`src/rtl/cps_pkg.sv`:
```
/*
  Constants, types and register map for the configurable status pin block.
  Assumes a single 200 MHz clock and a plain strobe-based register port.
*/
// Notes on behaviour
// - Line driver enable rises exactly one bit period before each start bit.
// - Line driver enable falls when the stop bit begins, no trailing delay.
// - Line driver enable is high only during the lead bit period and while a character is being sent.
// - Active-low power enable is inactive (high) during suspend.
// - Sleep indicator pin is high when active, low in suspend.
// - Bit period never shorter than 3 Mbaud allows, whatever software writes.
// - Detect a dedicated charging port instead of an enumerating host.
// - Charger detect output asserts once a charging port is found and suspended.
// - Charger detect is also selectable in active-low form on a pin.
// - Shorted data lines from a charging port put the block in suspend.
// - Enumerated by a host means not suspended; charger detect held inactive.
// - Activity LED pins float when idle and drive low during activity.
// - Each activity indication is stretched by a digital one-shot.
// - A combined option shows transmit or receive activity on one pin.
// - Any pin can take transmit, receive or combined activity function.
// - Power enable is high whenever the block is in suspend.
// - Sleep indicator goes low whenever the block enters suspend.
package cps_pkg;

  // ****************************************************************
  // Clock and timing
  // ****************************************************************
  localparam int CLK_HZ       = 200_000_000;
  localparam int MAX_BAUD     = 3_000_000;
  localparam int MIN_DIV      = (CLK_HZ + MAX_BAUD - 1) / MAX_BAUD;
  localparam int RST_BAUD     = 9600;
  localparam int RST_DIV      = CLK_HZ / RST_BAUD;
  localparam int DCP_WIN_US   = 10;
  localparam int DCP_WIN_CYC  = DCP_WIN_US * (CLK_HZ / 1_000_000);
  localparam int LED_HOLD_MS  = 10;
  localparam int LED_HOLD_CYC = LED_HOLD_MS * (CLK_HZ / 1000);

  // ****************************************************************
  // Widths
  // ****************************************************************
  localparam int ADDR_W   = 8;
  localparam int DATA_W   = 32;
  localparam int DIV_W    = 16;
  localparam int CFG_W    = 4;
  localparam int MAX_PINS = 4;

  // ****************************************************************
  // Register map
  // ****************************************************************
  localparam logic [ADDR_W-1:0] OFS_PIN_CFG = 8'h00;
  localparam logic [ADDR_W-1:0] OFS_BAUD    = 8'h04;
  localparam logic [ADDR_W-1:0] OFS_STATUS  = 8'h08;

  localparam int ST_SUSP_BIT = 0;
  localparam int ST_DCP_BIT  = 1;
  localparam int ST_CHG_BIT  = 2;
  localparam int ST_LDE_BIT  = 3;
  localparam int ST_ENUM_BIT = 4;

  // ****************************************************************
  // Pin functions
  // ****************************************************************
  typedef enum logic [CFG_W-1:0] {
    FN_TRISTATE,
    FN_LINE_DRV,
    FN_PWR_EN_N,
    FN_SLEEP_N,
    FN_CHG,
    FN_CHG_N,
    FN_TX_LED,
    FN_RX_LED,
    FN_TXRX_LED
  } cps_func_e;

  localparam logic [MAX_PINS*CFG_W-1:0] RST_PIN_CFG =
    {FN_SLEEP_N, FN_TX_LED, FN_RX_LED, FN_LINE_DRV};

  // ****************************************************************
  // Carriers
  // ****************************************************************
  typedef struct packed {
    logic              wr;
    logic              rd;
    logic [ADDR_W-1:0] addr;
    logic [DATA_W-1:0] wdata;
  } cps_reg_req_s;

  typedef struct packed {
    logic vbus;
    logic suspend;
    logic enumerated;
    logic dm_level;
  } cps_usb_s;

endpackage

```
`src/rtl/cps_one_shot.sv`:
```
/*
  Retriggerable one-shot used to stretch activity pulses for LEDs.
  Assumes the trigger is synchronous to clk.
*/
`timescale 1ns/1ps
module cps_one_shot #(
  parameter int HOLD_CYC = 2_000_000
) (
  // Clock and reset
  input  wire logic clk,
  input  wire logic rst,
  // Trigger and stretched output
  input  wire logic trig,
  output logic      active
);

  localparam int CNT_W = $clog2(HOLD_CYC + 1);
  localparam logic [CNT_W-1:0] HOLD_LOAD = CNT_W'(HOLD_CYC);

  logic [CNT_W-1:0] cnt_reg;

  generate
    if (HOLD_CYC < 1) begin : g_bad
      $error("cps_one_shot: HOLD_CYC must be at least 1");
    end
  endgenerate

  // Any new activity reloads the full hold time.
  always_ff @(posedge clk or posedge rst) begin
    if (rst) begin
      cnt_reg <= '0;
    end else if (trig) begin
      cnt_reg <= HOLD_LOAD;
    end else if (cnt_reg != '0) begin
      cnt_reg <= cnt_reg - 1'b1;
    end
  end

  always_ff @(posedge clk or posedge rst) begin
    if (rst) begin
      active <= 1'b0;
    end else begin
      active <= trig | (cnt_reg > 1);
    end
  end

endmodule

```
`src/rtl/cps_pins.sv`:
```
/*
  Status outputs for the configurable I/O pins: line driver enable timed to
  each character, suspend indicators, charging port detection and stretched
  activity LED drives, plus a small register port.
  Assumes the UART datapath, USB engine and pin pads sit outside this block.
*/
`timescale 1ns/1ps
module cps_pins #(
  parameter int NUM_PINS     = 4,
  parameter int LED_HOLD_CYC = cps_pkg::LED_HOLD_CYC
) (
  // Clock and reset
  input  wire logic                           sys_clk,
  input  wire logic                           rst,
  // Register port
  input  wire cps_pkg::cps_reg_req_s          reg_req,
  output logic [cps_pkg::DATA_W-1:0]          reg_rdata,
  // UART transmit handshake
  input  wire logic                           tx_char_req,
  input  wire logic                           tx_stop_bit,
  output logic                                tx_char_go,
  output logic [cps_pkg::DIV_W-1:0]           baud_div,
  // Activity pulses
  input  wire logic                           tx_activity,
  input  wire logic                           rx_activity,
  // USB status and charging port probe
  input  wire cps_pkg::cps_usb_s              usb,
  output logic                                dcp_probe_en,
  // Configurable pins
  output logic [NUM_PINS-1:0]                 cio_out,
  output logic [NUM_PINS-1:0]                 cio_oe
);

  // ****************************************************************
  // Declarations
  // ****************************************************************
  localparam int DCP_CNT_W = $clog2(cps_pkg::DCP_WIN_CYC + 1);
  localparam logic [DCP_CNT_W-1:0] DCP_LAST = DCP_CNT_W'(cps_pkg::DCP_WIN_CYC - 1);
  localparam logic [cps_pkg::DIV_W-1:0] MIN_DIV = cps_pkg::DIV_W'(cps_pkg::MIN_DIV);
  localparam logic [cps_pkg::DIV_W-1:0] RST_DIV = cps_pkg::DIV_W'(cps_pkg::RST_DIV);

  typedef enum logic [1:0] {
    TX_IDLE,
    TX_LEAD,
    TX_SEND
  } cps_tx_e;

  typedef enum logic [1:0] {
    DCP_IDLE,
    DCP_PROBE,
    DCP_FOUND,
    DCP_HOST
  } cps_dcp_e;

  cps_tx_e                             tx_state_reg;
  cps_dcp_e                            dcp_state_reg;
  logic [cps_pkg::DIV_W-1:0]           lead_cnt_reg;
  logic [DCP_CNT_W-1:0]                dcp_cnt_reg;
  logic [NUM_PINS*cps_pkg::CFG_W-1:0]  pin_cfg_reg;
  logic                                line_drv_reg;
  logic                                suspended_reg;
  logic                                charger_reg;
  logic [2:0]                          led_trig;
  logic [2:0]                          led_on;
  logic [NUM_PINS-1:0]                 cio_out_next;
  logic [NUM_PINS-1:0]                 cio_oe_next;
  logic [cps_pkg::DIV_W-1:0]           div_wr;
  logic [cps_pkg::DATA_W-1:0]          status_word;

  generate
    if (NUM_PINS < 1 || NUM_PINS > cps_pkg::MAX_PINS) begin : g_bad_pins
      $error("cps_pins: NUM_PINS must be 1 to 4");
    end
    if (LED_HOLD_CYC < 1) begin : g_bad_hold
      $error("cps_pins: LED_HOLD_CYC must be at least 1");
    end
  endgenerate

  // ****************************************************************
  // Register writes
  // ****************************************************************
  assign div_wr = reg_req.wdata[cps_pkg::DIV_W-1:0];

  // Pin codes start from the non-volatile defaults at reset.
  always_ff @(posedge sys_clk or posedge rst) begin
    if (rst) begin
      pin_cfg_reg <= cps_pkg::RST_PIN_CFG[NUM_PINS*cps_pkg::CFG_W-1:0];
    end else if (reg_req.wr && reg_req.addr == cps_pkg::OFS_PIN_CFG) begin
      pin_cfg_reg <= reg_req.wdata[NUM_PINS*cps_pkg::CFG_W-1:0];
    end
  end

  // A divisor below the 3 Mbaud limit is clamped rather than refused, so the
  // line never runs faster than the transceivers were promised.
  always_ff @(posedge sys_clk or posedge rst) begin
    if (rst) begin
      baud_div <= RST_DIV;
    end else if (reg_req.wr && reg_req.addr == cps_pkg::OFS_BAUD) begin
      baud_div <= (div_wr < MIN_DIV) ? MIN_DIV : div_wr;
    end
  end

  // ****************************************************************
  // Register reads
  // ****************************************************************
  always_comb begin
    status_word = '0;
    status_word[cps_pkg::ST_SUSP_BIT] = suspended_reg;
    status_word[cps_pkg::ST_DCP_BIT]  = (dcp_state_reg == DCP_FOUND);
    status_word[cps_pkg::ST_CHG_BIT]  = charger_reg;
    status_word[cps_pkg::ST_LDE_BIT]  = line_drv_reg;
    status_word[cps_pkg::ST_ENUM_BIT] = usb.enumerated;
  end

  // Read data stand only in the cycle after the strobe; unmapped reads give 0.
  always_ff @(posedge sys_clk or posedge rst) begin
    if (rst) begin
      reg_rdata <= '0;
    end else if (reg_req.rd) begin
      case (reg_req.addr)
        cps_pkg::OFS_PIN_CFG: reg_rdata <= cps_pkg::DATA_W'(pin_cfg_reg);
        cps_pkg::OFS_BAUD:    reg_rdata <= cps_pkg::DATA_W'(baud_div);
        cps_pkg::OFS_STATUS:  reg_rdata <= status_word;
        default:              reg_rdata <= '0;
      endcase
    end else begin
      reg_rdata <= '0;
    end
  end

  // ****************************************************************
  // Line driver enable sequencer
  // ****************************************************************
  // The enable leads the start bit by one full bit period: the sequencer
  // holds the character back that long before telling the UART to go.
  always_ff @(posedge sys_clk or posedge rst) begin
    if (rst) begin
      tx_state_reg <= TX_IDLE;
      lead_cnt_reg <= '0;
    end else begin
      case (tx_state_reg)
        TX_IDLE: begin
          if (tx_char_req) begin
            tx_state_reg <= TX_LEAD;
            lead_cnt_reg <= baud_div;
          end
        end
        TX_LEAD: begin
          if (lead_cnt_reg == '0) begin
            tx_state_reg <= TX_SEND;
          end else begin
            lead_cnt_reg <= lead_cnt_reg - 1'b1;
          end
        end
        TX_SEND: begin
          if (tx_stop_bit) begin
            tx_state_reg <= TX_IDLE;
          end
        end
        default: begin
          tx_state_reg <= TX_IDLE;
        end
      endcase
    end
  end

  always_ff @(posedge sys_clk or posedge rst) begin
    if (rst) begin
      line_drv_reg <= 1'b0;
    end else if (tx_state_reg == TX_IDLE) begin
      line_drv_reg <= tx_char_req;
    end else if (tx_state_reg == TX_SEND && tx_stop_bit) begin
      line_drv_reg <= 1'b0;
    end
  end

  always_ff @(posedge sys_clk or posedge rst) begin
    if (rst) begin
      tx_char_go <= 1'b0;
    end else begin
      tx_char_go <= (tx_state_reg == TX_LEAD) && (lead_cnt_reg == '0);
    end
  end

  // ****************************************************************
  // Charging port detection
  // ****************************************************************
  // With the probe driving the positive data line, a charging port shorts it
  // to the negative line; a host leaves that line low and enumerates instead.
  always_ff @(posedge sys_clk or posedge rst) begin
    if (rst) begin
      dcp_state_reg <= DCP_IDLE;
      dcp_cnt_reg   <= '0;
    end else if (!usb.vbus) begin
      dcp_state_reg <= DCP_IDLE;
      dcp_cnt_reg   <= '0;
    end else begin
      case (dcp_state_reg)
        DCP_IDLE: begin
          dcp_state_reg <= DCP_PROBE;
          dcp_cnt_reg   <= '0;
        end
        DCP_PROBE: begin
          if (usb.enumerated || !usb.dm_level) begin
            dcp_state_reg <= DCP_HOST;
          end else if (dcp_cnt_reg == DCP_LAST) begin
            dcp_state_reg <= DCP_FOUND;
          end else begin
            dcp_cnt_reg <= dcp_cnt_reg + 1'b1;
          end
        end
        DCP_FOUND: begin
          if (usb.enumerated) begin
            dcp_state_reg <= DCP_HOST;
          end
        end
        DCP_HOST: begin
          dcp_state_reg <= DCP_HOST;
        end
        default: begin
          dcp_state_reg <= DCP_IDLE;
        end
      endcase
    end
  end

  always_ff @(posedge sys_clk or posedge rst) begin
    if (rst) begin
      dcp_probe_en <= 1'b0;
    end else begin
      dcp_probe_en <= usb.vbus && (dcp_state_reg == DCP_IDLE || dcp_state_reg == DCP_PROBE);
    end
  end

  // ****************************************************************
  // Suspend and charger state
  // ****************************************************************
  always_ff @(posedge sys_clk or posedge rst) begin
    if (rst) begin
      suspended_reg <= 1'b0;
    end else begin
      suspended_reg <= !usb.enumerated &&
                       (usb.suspend || dcp_state_reg == DCP_FOUND);
    end
  end

  always_ff @(posedge sys_clk or posedge rst) begin
    if (rst) begin
      charger_reg <= 1'b0;
    end else begin
      charger_reg <= (dcp_state_reg == DCP_FOUND) && suspended_reg &&
                     !usb.enumerated;
    end
  end

  // ****************************************************************
  // Activity stretching
  // ****************************************************************
  assign led_trig = {tx_activity | rx_activity, rx_activity, tx_activity};

  genvar gi;
  generate
    for (gi = 0; gi < 3; gi++) begin : g_led
      cps_one_shot #(
        .HOLD_CYC (LED_HOLD_CYC)
      ) u_one_shot (
        .clk    (sys_clk),
        .rst    (rst),
        .trig   (led_trig[gi]),
        .active (led_on[gi])
      );
    end
  endgenerate

  // ****************************************************************
  // Pin function selection
  // ****************************************************************
  // Codes outside the function list leave the pin floating, so a corrupted
  // configuration cannot fight whatever is wired to the pin.
  always_comb begin
    cio_out_next = '0;
    cio_oe_next  = '0;
    for (int i = 0; i < NUM_PINS; i++) begin
      case (cps_pkg::cps_func_e'(pin_cfg_reg[i*cps_pkg::CFG_W +: cps_pkg::CFG_W]))
        cps_pkg::FN_LINE_DRV: begin
          cio_out_next[i] = line_drv_reg;
          cio_oe_next[i]  = 1'b1;
        end
        cps_pkg::FN_PWR_EN_N: begin
          cio_out_next[i] = suspended_reg;
          cio_oe_next[i]  = 1'b1;
        end
        cps_pkg::FN_SLEEP_N: begin
          cio_out_next[i] = !suspended_reg;
          cio_oe_next[i]  = 1'b1;
        end
        cps_pkg::FN_CHG: begin
          cio_out_next[i] = charger_reg;
          cio_oe_next[i]  = 1'b1;
        end
        cps_pkg::FN_CHG_N: begin
          cio_out_next[i] = !charger_reg;
          cio_oe_next[i]  = 1'b1;
        end
        cps_pkg::FN_TX_LED: begin
          cio_oe_next[i] = led_on[0];
        end
        cps_pkg::FN_RX_LED: begin
          cio_oe_next[i] = led_on[1];
        end
        cps_pkg::FN_TXRX_LED: begin
          cio_oe_next[i] = led_on[2];
        end
        default: begin
          cio_oe_next[i] = 1'b0;
        end
      endcase
    end
  end

  always_ff @(posedge sys_clk or posedge rst) begin
    if (rst) begin
      cio_out <= '0;
      cio_oe  <= '0;
    end else begin
      cio_out <= cio_out_next;
      cio_oe  <= cio_oe_next;
    end
  end

endmodule

```
`config.mk`:
```
export PLATFORM = sky130hd
export DESIGN_NAME = cps_pins
export DESIGN_NICKNAME = d
export VERILOG_FILES = /design/src/rtl/cps_pkg.sv /design/src/rtl/cps_one_shot.sv /design/src/rtl/cps_pins.sv
export SDC_FILE = /design/constraint.sdc
export NUM_CORES = 1
export LEC_CHECK = 0
export ABC_AREA = 0
export BUFFER_PORTS_ARGS = -buffer_cell sky130_fd_sc_hd__buf_2
export CORE_MARGIN = 2
export CORE_UTILIZATION = 40
export CTS_CLUSTER_DIAMETER = 50
export DETAILED_ROUTE_END_ITERATION = 16
export GPL_TIMING_DRIVEN = 1
export SYNTH_ARGS = -nofsm -noshare
export SYNTH_HDL_FRONTEND = slang
export SYNTH_SLANG_ARGS = --single-unit
```
`constraint.sdc`:
```
create_clock -name sys_clk -period 15 [get_ports sys_clk]
set_input_delay 1.5 -clock sys_clk [delete_from_list [all_inputs] [get_ports sys_clk]]
set_output_delay 1.5 -clock sys_clk [all_outputs]
set_load 0.1 [all_outputs]
```
# --- Word-level counts from Yosys, hierarchy flattened ---
# Cells that the tools add are included.
op_classes:
  eq_ne: 49
  n_lt_le_gt_ge: 4
  muxes: 35
  addsub: 5
  reduce_logical: 35
  n_bitwise: 4
op_table:
  columns: ["cell", "count"]
  rows:
  - ["$mux 21", 6]
  - ["$eq 4x3->1 const B", 16]
  - ["$gt 21x1->1 const B", 3]
  - ["$reduce_bool 21->1", 3]
  - ["$sub 21x1->21 const B", 3]
  - ["$mux 16", 3]
  - ["$pmux 16 s3", 1]
  - ["$mux 11", 3]
  - ["$eq 4x2->1 const B", 8]
  - ["$mux 32", 1]
  - ["$pmux 16 s2", 1]
  - ["$pmux 11 s2", 1]
  - ["$pmux 1 s5", 4]
  - ["$reduce_or 5->1", 4]
  - ["$eq 4x1->1 const B", 4]
  - ["$eq 4x4->1 const B", 4]
  - ["$logic_not 16->1", 1]
  - ["$lt 16x7->1 const B", 1]
  - ["$pmux 1 s4", 4]
  - ["$sub 16x1->16 const B", 1]
  - ["$mux 2", 7]
  - ["$add 11x1->11 const B", 1]
  - ["$eq 11x11->1 const B", 1]
  - ["$reduce_bool 2->1", 5]
  - ["other kinds (19)", 46]
word_totals:
  elab_cells: 152
  regBits: 174
  out_inout_bits: 58

# --- Longest topological paths before layout ---
logic_depth:
  depth_word: 5
  depth_mapped: 9
  ltp_nobuf: 8

# --- Cells and area by module ---
# From an unflattened synthesis, not the netlist that was laid out.
hier_totals:
  hier_cells: 878
  hier_area_um2: 8714.6
modules_own_cells:
  columns: ["module", "area_each_um2", "cells_per_inst", "instances"]
  rows:
  - ["cps_pins", 4620.7, 453, 1]
  - ["cps_one_shot (g_led[1].u_one_shot ...)", 1342.5, 136, 2]
  - ["cps_one_shot (g_led[0].u_one_shot)", 1408.9, 153, 1]

# --- Worst setup path before layout ---
# OpenSTA, ideal clock, no wires.
synth_path:
  path_kind: "input port to flip-flop"
  startpoint: "input reg_req[33] (netlist bit)"
  endpoint: "register pin_cfg_reg[15] (netlist bit)"
  required_ns: 14.875
  t_arrival_ns: 3.268
  setup_slack_ns: 11.607
  setup_ns: 0.125
  stages: 6
  cell_sequence: "or4_1 -> nor4_1 -> and3b_1 -> buf_2 -> buf_2 -> mux2_2"
synth_via:
  elab_chain_len: 2
synth_rtl:
  columns: ["item", "line", "rtl"]
  rows:
  - ["start, declared", "cps_pins.sv:16", "input wire cps_pkg::cps_reg_req_s reg_req,"]
  - ["$logic_not 8->1", "cps_pins.sv:88", "end else if (reg_req.wr && reg_req.addr == cps_pkg::OFS_PIN_CFG) begin"]
  - ["$logic_and 1x1->1", "cps_pins.sv:88", null]
  - ["end signal, assigned", "cps_pins.sv:87", "pin_cfg_reg <= cps_pkg::RST_PIN_CFG[NUM_PINS*cps_pkg::CFG_W-1:0];"]
  - ["end signal, assigned", "cps_pins.sv:89", "pin_cfg_reg <= reg_req.wdata[NUM_PINS*cps_pkg::CFG_W-1:0];"]
  - ["end, declared", "cps_pins.sv:59", "logic [NUM_PINS*cps_pkg::CFG_W-1:0] pin_cfg_reg;"]
# No other way between the ends.
# A chain may end at the register's enable or synchronous reset.

# --- Final worst setup path ---
layout_path:
  startpoint: "input reg_req[33] (netlist bit)"
  endpoint: "register baud_div[1] (netlist bit)"
layout_via:
  elab_chain_len: 2
layout_rtl:
  columns: ["item", "line", "rtl"]
  rows:
  - ["$eq 8x3->1", "cps_pins.sv:98", "end else if (reg_req.wr && reg_req.addr == cps_pkg::OFS_BAUD) begin"]
  - ["$logic_and 1x1->1", "cps_pins.sv:98", null]
  - ["end signal, assigned", "cps_pins.sv:99", "baud_div <= (div_wr < MIN_DIV) ? MIN_DIV : div_wr;"]
  - ["end, declared", "cps_pins.sv:22", "output logic [cps_pkg::DIV_W-1:0] baud_div,"]
# No other way between the ends.

==> run_results.csv <==
group,metric,value,unit
sta,fin_tns_setup,0,ns
grt,track_usage,0.1784,
floorplanning,die_h,147.1,um
layout,antenna_cells,0,
synth,yosys-top-cells-count,"dfrtp_1 (144), nor2_1 (122), nand2_1 (67)",
floorplanning,initial_core_util,0.4058,
routing,routed_wl,18670,um
synth,yosysSeqAreaShare,0.4852,
synth,synth.most_common_cell,"dfrtp_1",
layout,fillers,1969,
synth,yosys.area.top_type_share,0.4402,
synth,yosys_warnings,0,
clock_network,cts_tree,"yes",
sta,finalCritPeriodShare,0.2324,
critical_path,path_max_fanout,14,
routing,drt_first_iter_violations,446,
run,max-cap-violations,0,
routing,wl_per_cell,15.73,um
critical_path,max_stage_delay,0.56,ns
sta,rsz0062_at_grt,"false",
clock_network,hold_buffers,0,
synth,ys_top_cells_by_area,"dfrtp_1 (44%), nor2_1 (5.6%), xor2_1 (4.6%), dfstp_2 (4.5%), nand2_1 (3.1%)",
floorplanning,pin_count,110,
grt,grt_pass1_vias,6043,
critical_path,required,15.29,ns
synth,avgSynthCellArea,9.653,sq um
routing,routed_via_density,5.297,
grt,overflow,0,
layout,largest_reg_flops,63,
sta,relSlewSlack,0.3647,
place,io_buffers,77,
clock_network,clockBufferDepth,2,
sta,finalCriticalPeriod,3.486,ns
layout,area_growth_syn_to_layout,13.91,%
synth,synth_async_sr_flop_share,1.000,
synth,netlist_area,0.008185,sq mm
clock_network,cts_sinks,158,
floorplanning,die_width,147.1,um
grt,grt_pass1_wl,31180,um
layout,finalNetCount,968,
critical_path,start_kind,"primary input",
outcome,outcome,"complete, no violations",
synth,synth_cell_type_count,70,
clock_network,cts_buffers,17,
sta,fmax,286.9,MHz
layout,drive_gt1_frac,0.1810,
synth,ys.flop_type,"dfrtp_1",
synth,yosys_register_bits,158,
floorplanning,num_rows,52,
place,post-dp-hpwl,13010,um
power_and_ir_drop,powerDensity,130.3,mW/mm^2
sta,setup_viol,0,
place,gp_congestion,0.8574,
clock_network,cts_resized,0,
grt,grt_antenna_before_repair,0,
clock_network,htreeDepth,4,
routing,drc,0,
floorplanning,die_area,0.02162,sq mm
worst_hold_path,hold_class,"register to register",
synth,synth_edf_count,0,
critical_path,crit_chain,"buf_2 -> or4_1 -> nor4_1 -> nand3_1 -> nor2_1 -> a21oi_1",
clock_network,cts.clk_slew.worst_paths,0.06,ns
sta,fin_skew,0.01221,ns
power_and_ir_drop,p_leak,4.063,nW
synth,yosys.area.top_type,"dfrtp_1",
power_and_ir_drop,ir_drop,52.00,uV
critical_path,worst_setup_path_end_kind,"register",
routing,vias,6287,
clock_network,clock-root-buffer,"clkbuf_16",
clock_network,post_cts.repair.setup_buffers,0,
clock_network,clock_latency,0.43,ns
routing,ant_nets,0,
sta,worst_slew_pin_slew,0.9529,ns
grt,grt_max_degree,77,
floorplanning,coreArea,0.02017,sq mm
critical_path,cp.arrival,3.78,ns
synth,synth_cells,848,
layout,post-route-util,0.4623,
routing,drt_pass1_iterations,5,
critical_path,critPathSlowestCell,"or4_1",
sta,hold_violations,0,
sta,slew_viol_final,0,
critical_path,crit_type,"primary input to register",
==> worst max-delay path, delay by kind of cell <==
| kind | cells | cell delay (ns) |
|---|---|---|
| AO/OA/AOI/OAI | 1 | 0.13 |
| buffers and inverters | 1 | 0.09 |
| AND/OR/NAND/NOR | 4 | 2.06 |
==> per-stage QoR <==
stage	instances	setup WS, ns	cell area [sq um]	hold slack, ns	total power [mW]
global route	1187	11.25	9324	0.4922	1.274
CTS	1187	11.49	9324	0.4826	1.222
global placement	1155	11.04	8701	0.4731	0.7596
floorplan	863	9.260	8242	0.4616	0.7140
detailed placement	1155	11.04	8701	0.4733	0.7619
finish	1187	11.51	9324	0.4834	1.215
==> kinds of logic after synthesis <==
family	Yosys count	share of synthesized area
buffers and inverters	79	0.04601
adder cells (fa/ha/maj)	12	0.01834
AO/OA/AOI/OAI	136	0.1099
other	1	0.0004581
multiplexers	40	0.05151
flip-flops	158	0.4852
AND/OR/NAND/NOR	365	0.2276
XOR/XNOR	57	0.06099
==> area by class of cell <==
cell class                 count  area (sq um)  area share
timing repair buffer          81         415.4     0.04455
clock inverter                12         166.4     0.01785
clock buffer                  20         456.7     0.04898
sequential                   158          3971      0.4259
inverter                      20         82.58    0.008857
multi-input combinational    626          3894      0.4176
tap                          270         337.8     0.03623
==> power by group <==
part           switching (mW)  internal [mW]
logic                   0.158         0.0797
registers              0.0504          0.469
clock network           0.173          0.286
total                   0.381          0.834
==> final timing paths <==
| check | to | slack (ns) | startpoint | depth (start not counted) |
|---|---|---|---|---|
| setup / recovery | baud_div[1]$_DFFE_PP0P_ | 11.51 | reg_req[33] | 6 |
| hold / removal | baud_div[12]$_DFFE_PP1P_ | 0.48 | baud_div[12]$_DFFE_PP1P_ | 2 |
| setup reg to reg | g_led[0].u_one_shot.cnt_reg[17]$_DFFE_PP0P_ | 12.09 | g_led[0].u_one_shot.cnt_reg[13]$_DFFE_PP0P_ | 5 |
| hold reg to reg | baud_div[12]$_DFFE_PP1P_ | 0.48 | baud_div[12]$_DFFE_PP1P_ | 2 |
| max in group asynchronous | cio_out[3]$_DFF_PP0_ | 12.13 | rst | 4 |
| min in group asynchronous | g_led[1].u_one_shot.cnt_reg[4]$_DFFE_PP0P_ | 1.05 | rst | 2 |
==> layout by cell type, fill, tap and decap left out, types with 5 or more instances in the layout <==
| master | Yosys | layout |
|---|---|---|
| nor2b_1 | 8 | 8 |
| nor3b_1 | 6 | 6 |
| nor4_1 | 22 | 22 |
| clkbuf_16 | 0 | 17 |
| conb_1 | 1 | 16 |
| o21ai_0 | 36 | 36 |
| ha_1 | 12 | 12 |
| nor3_1 | 29 | 29 |
| nand2_1 | 67 | 67 |
| inv_1 | 18 | 17 |
| xnor2_1 | 14 | 14 |
| buf_2 | 8 | 77 |
| nand3b_1 | 5 | 5 |
| or2_2 | 7 | 7 |
| clkinv_2 | 0 | 6 |
| dfrtp_1 | 144 | 144 |
| nor2_1 | 122 | 122 |
| xor2_1 | 43 | 43 |
| a21oi_1 | 31 | 31 |
| or3_1 | 9 | 9 |
| a31o_2 | 5 | 5 |
| mux2i_1 | 23 | 23 |
| nand2b_1 | 12 | 12 |
| nand4_1 | 14 | 14 |
| dfstp_2 | 14 | 14 |
| a311oi_1 | 5 | 5 |
| or4_1 | 20 | 20 |
| a31oi_1 | 5 | 5 |
| mux2_2 | 17 | 17 |
| nand3_1 | 17 | 17 |
| o211ai_1 | 11 | 11 |
==> routing by layer <==
layer  share of wire  vias up  global-route usage
li1                -     3097                   -
met1            0.49     3051              0.2565
met2            0.46      122              0.2731
met3           0.039       17             0.03137
met4           0.013        0             0.06154
met5               0        -                   0
No activity file was read; power rests on OpenSTA's default activity.
